[config.mk]
export PLATFORM = sky130hd
export DESIGN_NAME = bsc_bridge_strap_config
export DESIGN_NICKNAME = d
export VERILOG_FILES = /design/src/rtl/bsc_pkg.sv /design/src/rtl/bsc_cfg_if.sv /design/src/rtl/bsc_strap_latch.sv /design/src/rtl/bsc_apb_regs.sv /design/src/rtl/bsc_bridge_strap_config.sv
export SDC_FILE = /design/constraint.sdc
export NUM_CORES = 1
export LEC_CHECK = 0
export ABC_AREA = 1
export BUFFER_PORTS_ARGS = -buffer_cell sky130_fd_sc_hd__buf_2
export CORE_ASPECT_RATIO = 0.75
export CORE_MARGIN = 2
export CORE_UTILIZATION = 50
export CTS_CLUSTER_DIAMETER = 100
export CTS_CLUSTER_SIZE = 8
export DETAILED_ROUTE_END_ITERATION = 8
export PLACE_DENSITY = 0.82
export SKIP_CTS_REPAIR_TIMING = 1
export SLEW_MARGIN = 30
export SYNTH_ARGS = -nofsm -noshare
export SYNTH_HDL_FRONTEND = slang
export SYNTH_HIERARCHICAL = 1
export SYNTH_SLANG_ARGS = --single-unit
[constraint.sdc]
create_clock -name clk -period 4.8 [get_ports clk]
set_input_delay 0.24 -clock clk [delete_from_list [all_inputs] [get_ports clk]]
set_output_delay 0.24 -clock clk [all_outputs]
set_load 0.02 [all_outputs]
[src/rtl/bsc_pkg.sv]
// Shared constants and types for the secondary-side strap configuration block.
// How it works
// - With capability strap high, max-frequency strap picks 100 (one) or 133 (zero) pattern.
// - Max-frequency strap is ignored in conventional PCI mode.
// - Conventional PCI mode bypasses the PLL and uses the bus clock directly.
// - Private device mask resets to zero, or to the hiding pattern when reroute strap set.
// - Reroute set hides private-space select lines; cleared hides nothing.
// - Arbiter strap high arbitrates internally; low defers to an external arbiter.
// - Two clock switches select 133, 100, 66 or 33 MHz.
// - Clock circuit switch off drives the secondary clock; on disables it.
// - Isolation switch on connects the network controller; off isolates it.
`default_nettype none
package bsc_pkg;

  localparam int unsigned ADDR_W = 12;
  localparam int unsigned DATA_W = 32;
  localparam int unsigned NREQ   = 4;

  localparam logic [ADDR_W-1:0] ADDR_MASK   = 12'h000;
  localparam logic [ADDR_W-1:0] ADDR_STATUS = 12'h004;

  localparam logic [DATA_W-1:0] MASK_NONE = 32'h00000000;
  localparam logic [DATA_W-1:0] MASK_HIDE = 32'h22F20000;

  // Bridge strap vector positions.
  localparam int unsigned BR_W       = 4;
  localparam int unsigned BR_CAP     = 0;
  localparam int unsigned BR_SEL100  = 1;
  localparam int unsigned BR_REROUTE = 2;
  localparam int unsigned BR_ARB     = 3;

  // Board switch vector positions; a one means the switch is on.
  localparam int unsigned BD_W      = 4;
  localparam int unsigned BD_CLK0   = 0;
  localparam int unsigned BD_CLK1   = 1;
  localparam int unsigned BD_CLKOFF = 2;
  localparam int unsigned BD_NIC    = 3;

  // Status word field positions.
  localparam int unsigned ST_BR_LO  = 0;
  localparam int unsigned ST_BD_LO  = 4;
  localparam int unsigned ST_DONE   = 8;
  localparam int unsigned ST_PLLBYP = 9;
  localparam int unsigned ST_GNT_LO = 12;
  localparam int unsigned ST_PAT_LO = 16;
  localparam int unsigned ST_FRQ_LO = 24;

  localparam logic [7:0] FREQ_133 = 8'h85;
  localparam logic [7:0] FREQ_100 = 8'h64;
  localparam logic [7:0] FREQ_66  = 8'h42;
  localparam logic [7:0] FREQ_33  = 8'h21;

  typedef enum logic [2:0] {
    BSC_PH_WAIT = 3'b001,
    BSC_PH_LOAD = 3'b010,
    BSC_PH_RUN  = 3'b100
  } bsc_phase_t;

  typedef enum logic [2:0] {
    BSC_PAT_PCI     = 3'b001,
    BSC_PAT_PCIX100 = 3'b010,
    BSC_PAT_PCIX133 = 3'b100
  } bsc_pattern_t;

endpackage
`default_nettype wire

[src/rtl/bsc_cfg_if.sv]
// Link between the configuration core and its register slave.
`timescale 1ns/100ps
`default_nettype none
interface bsc_cfg_if;
  import bsc_pkg::*;
  logic              maskLoad;
  logic [DATA_W-1:0] maskInit;
  logic [DATA_W-1:0] status;
  logic [DATA_W-1:0] mask;

  modport core (output maskLoad, output maskInit, output status, input mask);
  modport regs (input maskLoad, input maskInit, input status, output mask);
endinterface
`default_nettype wire

[src/rtl/bsc_strap_latch.sv]
// Capture register that holds a strap vector from reset release to the next reset.
`timescale 1ns/100ps
`default_nettype none
module bsc_strap_latch
  import bsc_pkg::*;
#(
  parameter int unsigned W = 4
) (
  input  wire logic         clk,
  input  wire logic         rst,
  input  wire logic         capture,
  input  wire logic [W-1:0] d,
  output logic      [W-1:0] q
);
  typedef struct packed {
    logic [W-1:0] q;
  } bsc_latch_t;

  bsc_latch_t state;
  bsc_latch_t next_state;

  // Reset forces a constant; the strap level is taken only by the clocked capture.
  always_comb begin
    next_state = state;
    if (capture) begin
      next_state.q = d;
    end
  end

  always_ff @(posedge clk or posedge rst) begin
    if (rst) begin
      state <= '0;
    end else begin
      state <= next_state;
    end
  end

  assign q = state.q;
endmodule
`default_nettype wire

[src/rtl/bsc_apb_regs.sv]
// APB slave holding the private device mask and the read-only status word.
`timescale 1ns/100ps
`default_nettype none
module bsc_apb_regs
  import bsc_pkg::*;
(
  input  wire logic              clk,
  input  wire logic              rst,
  input  wire logic [ADDR_W-1:0] paddr,
  input  wire logic              psel,
  input  wire logic              penable,
  input  wire logic              pwrite,
  input  wire logic [DATA_W-1:0] pwdata,
  input  wire logic [3:0]        pstrb,
  output logic      [DATA_W-1:0] prdata,
  output logic                   pready,
  output logic                   pslverr,
  bsc_cfg_if.regs                cfg
);
  typedef struct packed {
    logic [DATA_W-1:0] mask;
    logic [DATA_W-1:0] rdata;
    logic              err;
  } bsc_regs_t;

  bsc_regs_t state;
  bsc_regs_t next_state;
  logic      setup;
  logic      access;
  logic      mapped;

  assign setup  = psel && !penable;
  assign access = psel && penable;
  assign mapped = (paddr == ADDR_MASK) || (paddr == ADDR_STATUS);

  // Read data and error are settled in the setup cycle so that the access
  // phase can complete with no wait state.
  always_comb begin
    next_state = state;
    if (setup) begin
      next_state.err   = !mapped || (pwrite && paddr == ADDR_STATUS);
      next_state.rdata = MASK_NONE;
      if (!pwrite && paddr == ADDR_MASK) begin
        next_state.rdata = state.mask;
      end
      if (!pwrite && paddr == ADDR_STATUS) begin
        next_state.rdata = cfg.status;
      end
    end
    if (access && pwrite && paddr == ADDR_MASK) begin
      for (int b = 0; b < 4; b++) begin
        if (pstrb[b]) begin
          next_state.mask[b*8 +: 8] = pwdata[b*8 +: 8];
        end
      end
    end
    // The strap-derived value lands once after reset and wins over any write.
    if (cfg.maskLoad) begin
      next_state.mask = cfg.maskInit;
    end
  end

  always_ff @(posedge clk or posedge rst) begin
    if (rst) begin
      state <= '0;
    end else begin
      state <= next_state;
    end
  end

  assign cfg.mask = state.mask;
  assign prdata   = state.rdata;
  assign pslverr  = state.err && access;
  assign pready   = 1'b1;
endmodule
`default_nettype wire

[src/rtl/bsc_bridge_strap_config.sv]
// Top of the strap configuration block: capture, mode decode, hiding and arbitration.
//
// Decided for this implementation: the register addresses and register access over APB.
`timescale 1ns/100ps
`default_nettype none
module bsc_bridge_strap_config
  import bsc_pkg::*;
(
  input  wire logic              clk,
  input  wire logic              rst,
  // APB register port.
  input  wire logic [ADDR_W-1:0] paddr,
  input  wire logic              psel,
  input  wire logic              penable,
  input  wire logic              pwrite,
  input  wire logic [DATA_W-1:0] pwdata,
  input  wire logic [3:0]        pstrb,
  output logic      [DATA_W-1:0] prdata,
  output logic                   pready,
  output logic                   pslverr,
  // Bridge straps, sampled as levels.
  input  wire logic              secondaryCapabilityStrap,
  input  wire logic              maxFreqSelect,
  input  wire logic              hideRerouteEnable,
  input  wire logic              internalArbiterEnable,
  // Board switches, one meaning on.
  input  wire logic [1:0]        secClkCfgSwitch,
  input  wire logic              secClkCircuitSwitch,
  input  wire logic              nicIsolationSwitch,
  // Configuration select lines of the secondary bus.
  input  wire logic [DATA_W-1:0] cfgIdsel,
  output logic      [DATA_W-1:0] idselOut,
  output logic                   deviceHidden,
  // Secondary bus arbitration.
  input  wire logic [NREQ-1:0]   busReq,
  output logic      [NREQ-1:0]   busGnt,
  output logic                   extArbiterSelect,
  // Decoded operating mode.
  output logic                   pllBypass,
  output logic      [2:0]        initPattern,
  output logic                   initPatternValid,
  output logic      [1:0]        secClkSel,
  output logic      [7:0]        secClkFreqMhz,
  output logic                   secClkOutEn,
  output logic                   nicConnect,
  output logic                   configDone
);

  typedef struct packed {
    bsc_phase_t        phase;
    bsc_pattern_t      pattern;
    logic              patValid;
    logic              pllBypass;
    logic [1:0]        clkSel;
    logic [7:0]        freq;
    logic              clkOutEn;
    logic              nicConnect;
    logic              extArb;
    logic [NREQ-1:0]   gnt;
    logic [1:0]        ptr;
    logic [DATA_W-1:0] idsel;
    logic              hidden;
  } bsc_core_t;

  bsc_core_t       state;
  bsc_core_t       next_state;
  logic            capture;
  logic [BR_W-1:0] brStrap;
  logic [BD_W-1:0] bdStrap;
  logic [BR_W-1:0] brLevel;
  logic [BD_W-1:0] bdLevel;

  bsc_cfg_if cfg ();

  assign capture = (state.phase == BSC_PH_WAIT);

  assign brLevel = {internalArbiterEnable, hideRerouteEnable,
                    maxFreqSelect, secondaryCapabilityStrap};
  assign bdLevel = {nicIsolationSwitch, secClkCircuitSwitch, secClkCfgSwitch};

  bsc_strap_latch #(
    .W (BR_W)
  ) uBridgeStraps (
    .clk     (clk),
    .rst     (rst),
    .capture (capture),
    .d       (brLevel),
    .q       (brStrap)
  );

  bsc_strap_latch #(
    .W (BD_W)
  ) uBoardStraps (
    .clk     (clk),
    .rst     (rst),
    .capture (capture),
    .d       (bdLevel),
    .q       (bdStrap)
  );

  bsc_apb_regs uRegs (
    .clk     (clk),
    .rst     (rst),
    .paddr   (paddr),
    .psel    (psel),
    .penable (penable),
    .pwrite  (pwrite),
    .pwdata  (pwdata),
    .pstrb   (pstrb),
    .prdata  (prdata),
    .pready  (pready),
    .pslverr (pslverr),
    .cfg     (cfg)
  );

  // The mask initial value follows the captured reroute strap, one cycle after capture.
  assign cfg.maskLoad = (state.phase == BSC_PH_LOAD);
  assign cfg.maskInit = brStrap[BR_REROUTE] ? MASK_HIDE : MASK_NONE;

  always_comb begin
    cfg.status = '0;
    cfg.status[ST_BR_LO +: BR_W]  = brStrap;
    cfg.status[ST_BD_LO +: BD_W]  = bdStrap;
    cfg.status[ST_DONE]           = (state.phase == BSC_PH_RUN);
    cfg.status[ST_PLLBYP]         = state.pllBypass;
    cfg.status[ST_GNT_LO +: NREQ] = state.gnt;
    cfg.status[ST_PAT_LO +: 3]    = state.pattern;
    cfg.status[ST_FRQ_LO +: 8]    = state.freq;
  end

  always_comb begin
    logic [1:0] idx;
    logic       found;
    logic       arbOn;
    idx        = '0;
    found      = 1'b0;
    arbOn      = 1'b0;
    next_state = state;

    unique case (state.phase)
      BSC_PH_WAIT: begin
        next_state.phase = BSC_PH_LOAD;
      end
      BSC_PH_LOAD: begin
        next_state.phase = BSC_PH_RUN;
      end
      BSC_PH_RUN: begin
        next_state.phase = BSC_PH_RUN;
      end
      default: begin
        next_state.phase = BSC_PH_WAIT;
      end
    endcase

    // Decode runs from the held straps only, so live switch motion has no effect.
    if (state.phase != BSC_PH_WAIT) begin
      next_state.patValid = 1'b1;
      if (brStrap[BR_CAP]) begin
        next_state.pllBypass = 1'b0;
        if (brStrap[BR_SEL100]) begin
          next_state.pattern = BSC_PAT_PCIX100;
        end else begin
          next_state.pattern = BSC_PAT_PCIX133;
        end
      end else begin
        // Conventional mode takes the bus clock straight through; the
        // frequency strap carries no meaning here and no 66/33 split is made.
        next_state.pattern   = BSC_PAT_PCI;
        next_state.pllBypass = 1'b1;
      end

      next_state.clkSel = bdStrap[BD_CLK1:BD_CLK0];
      unique case (bdStrap[BD_CLK1:BD_CLK0])
        2'h0: next_state.freq = FREQ_133;
        2'h1: next_state.freq = FREQ_100;
        2'h2: next_state.freq = FREQ_66;
        2'h3: next_state.freq = FREQ_33;
      endcase
      next_state.clkOutEn   = !bdStrap[BD_CLKOFF];
      next_state.nicConnect = bdStrap[BD_NIC];
      next_state.extArb     = !brStrap[BR_ARB];
    end

    // Hiding masks select lines against the software-visible mask; the
    // answer lags the request by one clock.
    next_state.idsel  = cfgIdsel & ~cfg.mask;
    next_state.hidden = |(cfgIdsel & cfg.mask);

    // Round-robin arbiter: the holder keeps the bus while it requests,
    // otherwise the search starts just past the last winner.
    arbOn = (state.phase == BSC_PH_RUN) && brStrap[BR_ARB];
    if (!arbOn) begin
      next_state.gnt = '0;
    end else if (!(|(state.gnt & busReq))) begin
      next_state.gnt = '0;
      for (int i = 0; i < NREQ; i++) begin
        idx = state.ptr + 2'(i + 1);
        if (!found && busReq[idx]) begin
          found               = 1'b1;
          next_state.gnt[idx] = 1'b1;
          next_state.ptr      = idx;
        end
      end
    end
  end

  always_ff @(posedge clk or posedge rst) begin
    if (rst) begin
      state            <= '0;
      state.phase      <= BSC_PH_WAIT;
      state.pattern    <= BSC_PAT_PCI;
      state.pllBypass  <= 1'b1;
      state.freq       <= FREQ_133;
    end else begin
      state <= next_state;
    end
  end

  assign idselOut         = state.idsel;
  assign deviceHidden     = state.hidden;
  assign busGnt           = state.gnt;
  assign extArbiterSelect = state.extArb;
  assign pllBypass        = state.pllBypass;
  assign initPattern      = state.pattern;
  assign initPatternValid = state.patValid;
  assign secClkSel        = state.clkSel;
  assign secClkFreqMhz    = state.freq;
  assign secClkOutEn      = state.clkOutEn;
  assign nicConnect       = state.nicConnect;
  assign configDone       = (state.phase == BSC_PH_RUN);

endmodule
`default_nettype wire

After elaboration in Yosys (flattened, before gate mapping)
Cells that the tools add are included.
{ "totals": {"register_bits": 133, "input_bits": 97, "output_inout_bits": 90, "elab_cells": 143} }
{ "classes": {"addsub": 3, "n_lt_le_gt_ge": 8, "n_eq_ne": 10, "mux": 51, "n_bitwise": 9, "n_reduce_logical": 41} }
{ "op_table": {"columns": ["op", "count"], "rows": [
  ["$mux W32", 4],
  ["$mux W6", 11],
  ["$and A32 B32 Y32", 2],
  ["$mux W8", 4],
  ["$not A32 Y32", 1],
  ["$pmux W8 S4", 1],
  ["$reduce_or A32 Y1", 1],
  ["$mux W30", 1],
  ["$mux W1", 18],
  ["$logic_and A1 B1 Y1", 16],
  ["$eq A12 B3 Y1 const B", 1],
  ["$logic_not A12 Y1", 1],
  ["$lt A2 B3 Y1 const B", 4],
  ["$or A4 B4 Y4", 3],
  ["$reduce_bool A2 Y1", 5],
  ["$bmux W1 S2", 4],
  ["$demux W1 S2", 4],
  ["$ge A2 B1 Y1 const B", 4],
  ["$logic_not A1 Y1", 8],
  ["$reduce_and A2 Y1", 4],
  ["$mux W3", 2],
  ["$pmux W3 S2", 1],
  ["$ne A5 B1 Y1 const B", 1],
  ["$add A2 B2 Y2 const B", 2],
  ["16 further kinds", 19]
]} }

Logic depth before layout (Yosys ltp)
Gate-level depths: netlist of the first run.
{ "depth": {"depth_word": 21, "mapped_depth": 11, "ltp_nobuf": 11} }

Modules after synthesis
Netlist of the first run, hierarchy kept.
{ "modules_own_cells": {"columns": ["mod", "n_inst", "cells_each", "area_per_inst_um2", "seq_area_each_um2"], "rows": [
  ["bsc_apb_regs", 1, 601, 4575.6, 1626.6],
  ["bsc_bridge_strap_config", 1, 358, 3116.7, 1432.6],
  ["bsc_strap_latch", 2, 18, 152.6, 100.1]
]} }

Worst setup path after synthesis of the first run
Ideal clock, no wire load.
{ "synth_path": {"path_kind": "register -> register", "start": "register state[34] (netlist name)", "end": "register state[34] (netlist name)", "setup_ns": 0.116, "arrival_time_ns": 1.698, "required_time_ns": 4.684, "path_slack_ns": 2.985, "stages_incl_launch_ff": 12, "n_path_buf": 0, "period_less_slack_ns": 1.815, "cell_sequence": "dfrtp_1 inv_1 ha_1 inv_2 nand3_4 nand2_4 nor2_8 nand2_2 nand2_1 inv_1 nand2_1 nand2_1"} }
{ "synth_via": {"elab_chain_cells": 20, "word_cells_on_any_way": 38, "classes_between": "add/sub (3); eq/ne (1); mux (26); bitwise (1); reduce/logical (7)"} }
{ "synth_rtl": {"columns": ["element", "line", "rtl"], "rows": [
  ["from (decl)", "bsc_bridge_strap_config.sv:65", "bsc_core_t state;"],
  ["from (signal assigned)", "bsc_bridge_strap_config.sv:215", "state <= next_state;"],
  ["$add A2 B1 Y2", "bsc_bridge_strap_config.sv:197", "idx = state.ptr + 2'(i + 1);"],
  ["$bmux W1 S2", "bsc_bridge_strap_config.sv:198", "if (!found && busReq[idx]) begin"],
  ["$mux W1 (not written as such)", "bsc_bridge_strap_config.sv:198", null],
  ["$mux W1", "bsc_bridge_strap_config.sv:198", null],
  ["$mux W1", "bsc_bridge_strap_config.sv:194", "end else if (!(|(state.gnt & busReq))) begin"],
  ["$mux W1", "bsc_bridge_strap_config.sv:192", "if (!arbOn) begin"],
  ["$logic_not A1 Y1", "bsc_bridge_strap_config.sv:198", null],
  ["$logic_and A1 B1 Y1", "bsc_bridge_strap_config.sv:198", null],
  ["(+4 left out)", null, null],
  ["$logic_and A1 B1 Y1", "bsc_bridge_strap_config.sv:198", null],
  ["$mux W1", "bsc_bridge_strap_config.sv:198", null],
  ["$mux W1", "bsc_bridge_strap_config.sv:194", null],
  ["$mux W1", "bsc_bridge_strap_config.sv:192", null],
  ["$logic_not A1 Y1", "bsc_bridge_strap_config.sv:198", null],
  ["$logic_and A1 B1 Y1", "bsc_bridge_strap_config.sv:198", null],
  ["$not A1 Y1 (no line)", null, null],
  ["$reduce_and A4 Y1 (no line)", null, null]
]} }
Several ways; a longest one is shown, not always the timed one. The select of a mux whose other input is x is not followed.
A chain may end at the register's enable or synchronous reset.

Worst setup path in the final report of the first run
Ends and elaborated chain as after synthesis.

==> results of run 1 <==
[routing by layer]
layer | track usage [%] | up-vias | part of all wire (%)
li1 | - | 3222 | -
met1 | 35.7 | 3023 | 47
met2 | 36.0 | 269 | 43
met3 | 6.40 | 25 | 8.0
met4 | 5.66 | 0 | 1.4
met5 | 0 | - | 0
[power groups by stage]
stage / clock network [W] / registers, W / logic, W
2_1_floorplan: 0 / 0.00122 / 0.000599
3_3_place_gp: 0 / 0.00125 / 0.000706
3_5_place_dp: 0 / 0.00125 / 0.000715
4_1_cts: 0.00128 / 0.00123 / 0.000717
5_1_grt: 0.00133 / 0.00124 / 0.000799
6_report: 0.00126 / 0.00124 / 0.000721
[placed cells by master, fill, tap and decap left out, drive strengths merged, types with 8 or more instances in the layout]
| master | netlist | routed |
|---|---|---|
| clkbuf | 17 | 24 |
| nand3 | 85 | 85 |
| nand4 | 75 | 75 |
| buf | 144 | 191 |
| nand2 | 368 | 368 |
| inv | 65 | 66 |
| ha | 12 | 12 |
| conb | 2 | 37 |
| o21ai | 10 | 10 |
| nor2 | 52 | 52 |
| dfrtp | 125 | 125 |
| a21oi | 8 | 8 |
[worst paths after layout]
kind                                  startpoint            endpoint  slack, ns  depth (start not counted)
setup / recovery                       state[34]           state[34]       2.58                         10
hold / removal             internalArbiterEnable  uBridgeStraps/q[3]       0.01                          3
setup reg to reg                       state[34]           state[34]       2.58                         10
hold reg to reg                 initPatternValid    initPatternValid       0.46                          1
max in group asynchronous                    rst    uRegs/prdata[22]       3.43                          4
min in group asynchronous                    rst  uBridgeStraps/q[1]       0.29                          3
[metrics by stage]
step	worst slack [ns]	cells	hold WS [ns]	utilization, %	total power [W]
after global placement	2.40	1269	0.175	51.7	0.00196
after floorplan	2.93	1030	0.00608	-	0.00182
final	2.58	1303	0.00971	55.6	0.00321
after CTS	2.61	1301	-0.272	55.4	0.00323
after global routing	2.43	1303	0.0123	55.6	0.00337
after detailed placement	2.54	1269	0.177	51.7	0.00197
[kinds of logic after synthesis]
family                   after synthesis  share of synthesized area (%)
AND/OR/NAND/NOR                      590                           36.6
adder cells (fa/ha/maj)               12                           1.88
other                                  2                         0.0939
flip-flops                           130                           40.8
AO/OA/AOI/OAI                         35                           2.85
buffers and inverters                226                           17.8
[worst reg2reg max path: cells and delay by family, from the launching register on]
family,cells,cell delay [ns]
AOI/OAI and AO/OA,2,0.22
buffers and inverters,2,0.33
adders and majority gates,1,0.48
DFF,1,0.55
and+or+nand+nor,5,0.58
[Yosys cell counts (2+ instances only)]
library cell / count / area, um2
a21boi_0: 4 / 30.0
a21oi_1: 8 / 40.0
a221oi_1: 3 / 26.3
a22o_1: 6 / 52.6
buf_12: 3 / 60.1
buf_2: 14 / 70.1
buf_4: 118 / 886
buf_6: 9 / 101
clkbuf_1: 17 / 63.8
conb_1: 2 / 7.51
dfrtp_1: 125 / 3130
dfstp_2: 5 / 131
ha_1: 12 / 150
inv_1: 55 / 206
inv_2: 10 / 37.5
nand2_1: 351 / 1320
nand2_2: 13 / 81.3
nand2_4: 4 / 45.0
nand3_1: 51 / 255
nand3_2: 31 / 310
nand3_4: 3 / 52.6
nand4_1: 71 / 444
nand4_4: 4 / 85.1
nor2_1: 44 / 165
nor2_2: 3 / 18.8
nor2_4: 2 / 22.5
nor2_8: 3 / 60.1
nor3_2: 2 / 20.0
o21a_1: 2 / 15.0
o21ai_0: 8 / 40.0
o21ai_1: 2 / 10.0
or2_2: 6 / 37.5
[sequential cells by signal (all words and copies together) (netlist names), named ones only]
register	cells
idselOut	32
uRegs/cfg.mask	32
secClkFreqMhz	6
uRegs/prdata	32
initPatternValid	1
secClkOutEn	1
deviceHidden	1
uBridgeStraps/q	4
secClkSel	2
nicConnect	1
uRegs/state	1
state	4
initPattern	3
uBoardStraps/q	4
extArbiterSelect	1
busGnt	4
[layout make-up]
cell class | instances | area (um2) | share of cell area (%)
Multi-Input combinational cell | 674 | 3440 | 39.2
Sequential cell | 130 | 3260 | 37.1
Timing Repair Buffer | 192 | 998 | 11.4
Clock buffer | 24 | 502 | 5.71
Tap cell | 210 | 263 | 2.99
Inverter | 65 | 249 | 2.83
Clock inverter | 8 | 75.1 | 0.854
==> flow_summary.yaml, run 1 <==
cts:
  insertion_delay_ns: 0.43
  cts.sink_count: 130
  cts_tree: "built"
  clockRootBuffer: "clkbuf_16"
  htree_num_levels: 4
  cts.path.max_buffers: 2
  clk_pin_slew_ns: 0.05
  cts_buffers: 17
synthesis:
  synth_area_um2: 8000
  synth.distinct_cells: 36
  synth.ff_latch_count: 130
  synth-async-reset-ratio_pct: 100
  yosysSeqAreaShare_pct: 40.8
  netlist_instances: 995
  synth_flop_cell: "dfrtp_1"
  synth_edf_count: 0
  yosys_warnings: 6
  syn_avg_cell_area_um2: 8.04
timing:
  totalNegativeSetupSlack_ns: 0
  grt_setup_unrepaired: "false"
  max_freq_mhz: 450
  min_period_ns: 2.22
  skew_ns: 0.0183
  setup_violations: 0
  drv_slew: 0
  fin_crit_sh_pct: 46.3
  hold_violations: 0
  worst_slew_pin_slew_ns: 0.748
  relSlewSlack_pct: 50.1
drt:
  drt-vias-per-instance: 5.02
  routedWlPerCell_um: 15.7
  finalWirelength_mm: 20.4
  via_count: 6539
  ant_nets: 0
  drc: 0
  drt-initial-drc-count: 520
  first_pass_iters: 5
place:
  place_area_um2: 8180
  portBuffers: 183
  gp_congestion: 0.946
  post-dp-hpwl_mm: 14.4
setup_path:
  path_common_cell: "nand2_1"
  endpoint_kind: "flip-flop"
  crit_path_max_fanout: 9
  cp_cell_sequence: "inv_1 -> ha_1 -> inv_2 -> nand3_4 -> nand2_4 -> nor2_2 -> a21boi_1 -> o21ai_1 -> nand2_1 -> nand2_1"
  critPathRequiredTime_ns: 5.17
  crit_type: "flip-flop to flip-flop"
  cp-start-kind: "flip-flop"
  crit_slowest_cell: "dfrtp_1"
  cp.arrival_ns: 2.59
  path_buf_inv: 2
  max_stage_delay_ns: 0.55
  critPathTopFamily: "simple AND/OR/NAND/NOR gates"
power_and_ir_drop:
  internal-power_w: 0.00218
  p_clk_share_pct: 39.1
  p_sw_share_pct: 32.3
  switching_power_w: 0.00104
  vdd_drop_max_mv: 0.198
  share_comb_of_total_power_pct: 22.4
  p_leak_nw: 4.97
  power.density_nw_per_um2: 366
  power_frac_seq_pct: 38.4
layout:
  diodes: 0
  postLayoutCellArea_um2: 8790
  fill_cells: 1453
  area_growth_pct: 9.92
  nets: 1189
  drive_above_1_share_pct: 28.4
grt:
  grt_pass1_wl_mm: 31.8
  grt_usage_pct: 24.3
  antenna_found_initial: 0
  grt_overflow: 0
  grt_start_max_net_pins: 72
  grt_pass1_vias: 5910
die:
  row_count: 40
  initial_core_util_pct: 50.6
  die_area_um2: 17000
  core-area_um2: 15800
  die_y_um: 114
  fp.dieW_um: 150
  ioPinCount: 187
flow_run:
  maxCapViolations: 0
min_path:
  hold_class: "primary input to flip-flop"
run_status:
  status: "completed"
(Power assumes the default switching activity.)
==> run 2: changes to the inputs <==
==> constraint.sdc (replaced) <==
create_clock -name clk -period 2.1 [get_ports clk]
set_input_delay 0.105 -clock clk [delete_from_list [all_inputs] [get_ports clk]]
set_output_delay 0.105 -clock clk [all_outputs]
set_load 0.02 [all_outputs]
==> flow_summary.yaml, run 2 (synthesis results as in run 1) <==
run_status:
  status: "finished, violations left"
  violations: "hold timing"
flow_run:
  maxCapViolations: 0
setup_path:
  critPathRequiredTime_ns: 2.44
  crit_type: "flip-flop to flip-flop"
  crit_path_max_fanout: 9
  endpoint_kind: "flip-flop"
  cp-start-kind: "flip-flop"
  cp.arrival_ns: 2.20
power_and_ir_drop:
  p_clk_share_pct: 41.7
  p_leak_nw: 5.23
  power_frac_seq_pct: 36.0
  switching_power_w: 0.00242
  internal-power_w: 0.00541
  share_comb_of_total_power_pct: 22.3
  vdd_drop_max_mv: 0.509
  p_sw_share_pct: 30.9
  power_w: 0.00783
  power.density_nw_per_um2: 835
timing:
  grt_setup_unrepaired: "false"
  min_period_ns: 1.87
  setup_violations: 0
  fin_crit_sh_pct: 88.9
  totalNegativeSetupSlack_ns: 0
  worst_slew_pin_slew_ns: 0.865
  hold_violations: 1
  drv_slew: 0
  relSlewSlack_pct: 42.2
  hold_ws_ns: -0.0193
  max_freq_mhz: 536
  skew_ns: 0.00669
place:
  gp_congestion: 0.927
  place_area_um2: 8310
  post-dp-hpwl_mm: 14.8
  portBuffers: 183
layout:
  mostFrequentLayoutCells: "nand2_1 (351), buf_2 (183), dfrtp_1 (123)"
  layout_commonest_cell: "nand2_1"
  area_growth_pct: 17.2
  postLayoutCoreUtil_pct: 59.3
  nets: 1241
  diodes: 0
  drive_above_1_share_pct: 28.4
  postLayoutCellArea_um2: 9380
  fill_cells: 1404
drt:
  via_count: 6938
  drt-vias-per-instance: 5.12
  finalWirelength_mm: 21.4
  drc: 0
  routedWlPerCell_um: 15.8
  ant_nets: 0
  drt-initial-drc-count: 630
  first_pass_iters: 6
cts:
  insertion_delay_ns: 0.42
  cts.path.max_buffers: 2
  clk_pin_slew_ns: 0.06
  cts_tree: "built"
  clockRootBuffer: "clkbuf_16"
  cts_buffers: 17
  cts.sink_count: 130
  htree_num_levels: 4
grt:
  grt_pass1_vias: 6477
  grt_overflow: 0
  grt_util_met1_pct: 34.7
  grt_usage_pct: 25.3
  use_met2_pct: 39.1
  grt_pass1_wl_mm: 33.3
  busiest_layer: "met2"
  antenna_found_initial: 0
  grt_start_max_net_pins: 65
  grt_util_met3_pct: 6.24
die:
  row_count: 40
  die_area_um2: 17000
  initial_core_util_pct: 50.6
  ioPinCount: 187
  fp.dieW_um: 150
  core-area_um2: 15800
  die_y_um: 114
min_path:
  hold_class: "primary input to flip-flop"
[run 2: power by group through the flow]
| stage | clock network [W] | registers, W | logic [W] |
|---|---|---|---|
| 5_1_grt | 0.00342 | 0.00284 | 0.00194 |
| 4_1_cts | 0.00331 | 0.00281 | 0.00167 |
| 2_1_floorplan | 0 | 0.00279 | 0.00137 |
| 3_5_place_dp | 0 | 0.00285 | 0.00166 |
| 3_3_place_gp | 0 | 0.00285 | 0.00164 |
| 6_report | 0.00326 | 0.00282 | 0.00175 |
[run 2: path summary, 6_finish.rpt]
| kind | cells after the start | startpoint | endpoint | slack, ns |
|---|---|---|---|---|
| max in group asynchronous | 4 | rst | uRegs/prdata[28] | 0.99 |
| worst max register to register | 9 | state[34] | flip-flop | 0.23 |
| worst min register to register | 1 | initPatternValid | initPatternValid | 0.46 |
| worst max-delay path | 9 | state[34] | flip-flop | 0.23 |
| min in group asynchronous | 3 | rst | uBridgeStraps/q[0] | 0.15 |
| worst min-delay path | 3 | pwrite | uRegs/state[0] | -0.02 |
[run 2: cell type report]
cell class	instances	area, um2	share of cell area (%)
multi-input combinational	674	3440	36.7
timing repair buffer	244	1510	16.1
sequential	130	3260	34.8
clock buffer	18	439	4.68
tap	210	263	2.80
clock inverter	14	210	2.24
inverter	65	244	2.60
[run 2: metrics by stage]
step	setup WS, ns	hold WS (ns)	std cells
after floorplan	0.285	-0.129	1030
after global placement	0.249	0.0307	1282
after detailed placement	0.192	0.0363	1282
after CTS	0.163	-0.412	1314
after global routing	0.0523	0.00282	1355
final	0.234	-0.0193	1355
[run 2: worst max-delay path, cell delays in order (launching register included)]
cell and delay (ns):
dfrtp_2 0.47, inv_1 0.08, ha_1 0.42, inv_2 0.09
nand3_4 0.13, nand2_4 0.08, nor2_2 0.21, nand3b_1 0.17
nand2_1 0.06, o21ai_1 0.08
[run 2: layer usage]
metal | vias up | part of all wire, %
met3 | 39 | 7.8
met5 | - | 0
met4 | 0 | 2.0
met2 | 292 | 46
met1 | 3277 | 44
li1 | 3330 | -
==> run 3: changes to the inputs <==
--- a/config.mk
+++ b/config.mk
@@ -7,13 +7,15 @@
 export LEC_CHECK = 0
 export ABC_AREA = 1
 export BUFFER_PORTS_ARGS = -buffer_cell sky130_fd_sc_hd__buf_2
+export CELL_PAD_IN_SITES_DETAIL_PLACEMENT = 1
+export CELL_PAD_IN_SITES_GLOBAL_PLACEMENT = 1
 export CORE_ASPECT_RATIO = 0.75
 export CORE_MARGIN = 2
-export CORE_UTILIZATION = 50
+export CORE_UTILIZATION = 40
 export CTS_CLUSTER_DIAMETER = 100
 export CTS_CLUSTER_SIZE = 8
 export DETAILED_ROUTE_END_ITERATION = 8
-export PLACE_DENSITY = 0.82
+export PLACE_DENSITY = 0.88
 export SKIP_CTS_REPAIR_TIMING = 1
 export SLEW_MARGIN = 30
 export SYNTH_ARGS = -nofsm -noshare
==> flow_summary.yaml, run 3 (synthesis results as in run 1) <==
run_status:
  status: "finished, violations left"
  violations: "DRC, hold timing"
cts:
  htree_num_levels: 4
  clk_pin_slew_ns: 0.06
  cts_buffers: 17
  clockRootBuffer: "clkbuf_16"
  cts_tree: "built"
  cts.sink_count: 130
  cts.path.max_buffers: 2
  insertion_delay_ns: 0.43
timing:
  totalNegativeSetupSlack_ns: 0
  worst_slack_ns: 0.250
  relSlewSlack_pct: 53.0
  skew_ns: 0.00812
  setup_violations: 0
  drv_slew: 0
  max_freq_mhz: 541
  worst_slew_pin_slew_ns: 0.704
  fin_crit_sh_pct: 88.1
  hold_ws_ns: -0.0241
  grt_setup_unrepaired: "false"
  hold_violations: 1
  min_period_ns: 1.85
drt:
  first_pass_iters: 7
  wl_met3_mm: 1.38
  routed.top_layer: "met4"
  ant_nets: 0
  drc: 17
  routedWlPerCell_um: 18.2
  drt-initial-drc-count: 331
  via_count: 7077
  finalWirelength_mm: 25.5
  drt-met1-wl_mm: 11.6
  wl_met2_mm: 12.1
  drt-vias-per-instance: 5.06
setup_path:
  cp_cell_sequence: "inv_1 -> ha_1 -> inv_2 -> nand3_4 -> nand2_4 -> nor2_2 -> a21oi_1 -> nand3_1 -> nand2_1 -> nand2_1"
  crit_path_max_fanout: 6
  crit_type: "flip-flop to flip-flop"
  critPathRequiredTime_ns: 2.46
  path_buf_inv: 2
  worst_r2r_path_depth: 10
  r2r-start: "state[34]"
  critPathTopFamily: "simple AND/OR/NAND/NOR gates"
  max_stage_delay_ns: 0.41
  cp-start-kind: "flip-flop"
  path_common_cell: "nand2_1"
  path_depth: 10
  endpoint_kind: "flip-flop"
  crit_slowest_cell: "ha_1"
  crit_start: "state[34]"
  cp.arrival_ns: 2.21
grt:
  grt_overflow: 0
  grt_pass1_vias: 7229
  grt_pass1_wl_mm: 39.6
  grt_usage_pct: 23.9
  antenna_found_initial: 0
  grt_start_max_net_pins: 66
place:
  gp_congestion: 0.808
  place_area_um2: 8410
  dp_slack_ns: 0.293
  post-dp-hpwl_mm: 17.7
  portBuffers: 183
die:
  die_y_um: 126
  initial_core_util_pct: 41.0
  fp.dieW_um: 167
  die_area_um2: 21200
  row_count: 44
  ioPinCount: 187
  core-area_um2: 19500
layout:
  fill_cells: 2379
  multi_input_area_um2: 3450
  postLayoutCoreUtil_pct: 48.9
  postLayoutCellArea_um2: 9530
  drive_above_1_share_pct: 28.3
  layout.area.seq_um2: 3260
  diodes: 0
  mostFrequentLayoutCells: "nand2_1 (351), buf_2 (183), dfrtp_1 (125)"
  layout_commonest_cell: "nand2_1"
  area_growth_pct: 19.2
  nets: 1243
min_path:
  hold_class: "primary input to flip-flop"
  min-delay-start: "pwrite"
  worstHoldPathCells: 3
power_and_ir_drop:
  power.density_nw_per_um2: 868
  power_w: 0.00828
  p_leak_nw: 5.29
  vdd_drop_max_mv: 0.464
flow_run:
  maxCapViolations: 0
==> run 3: report_power, final <==
group	switching, W	internal, W	total, W
sequential	0.000142	0.00264	0.00278
clock	0.00120	0.00241	0.00361
combinational	0.00122	0.000659	0.00188
total	0.00256	0.00571	0.00828
==> run 3: area by class of cell <==
cell class | instances | area share [%]
Clock inverter | 13 | 2.68
Clock buffer | 19 | 4.75
Inverter | 65 | 2.56
Tap cell | 253 | 3.32
Multi-Input combinational cell | 674 | 36.2
Sequential cell | 130 | 34.2
Timing Repair Buffer | 246 | 16.3
==> run 3: per-layer routing <==
| layer | global-route usage, % | vias to the layer above |
|---|---|---|
| met2 | 38.5 | 225 |
| met4 | 6.75 | 0 |
| met3 | 4.59 | 27 |
| met5 | 0 | - |
| met1 | 33.2 | 3498 |
| li1 | - | 3327 |
==> run 3: metrics by stage <==
stage | hold slack (ns) | std cells
after floorplan | -0.129 | 1030
after global placement | 0.0339 | 1327
after detailed placement | 0.0421 | 1327
after CTS | -0.418 | 1359
after global routing | 0.00337 | 1400
final | -0.0241 | 1400
==> run 3: worst paths after layout <==
| check | to | slack [ns] |
|---|---|---|
| setup / recovery | busGnt[0] | 0.25 |
| hold reg to reg | initPatternValid | 0.47 |
| max in group asynchronous | secClkFreqMhz[7] | 1.08 |
| hold / removal | uRegs/state[0] | -0.02 |
| setup reg to reg | busGnt[0] | 0.25 |
| min in group asynchronous | uBoardStraps/q[1] | 0.17 |
==> run 3: worst reg2reg max path, cell delays in order (launching register included) <==
cell and delay (ns):
dfrtp_1 0.36, inv_1 0.07, ha_1 0.41, inv_2 0.09, nand3_4 0.14, nand2_4 0.09
nor2_2 0.25, a21oi_1 0.13, nand3_1 0.12, nand2_1 0.07, nand2_1 0.07
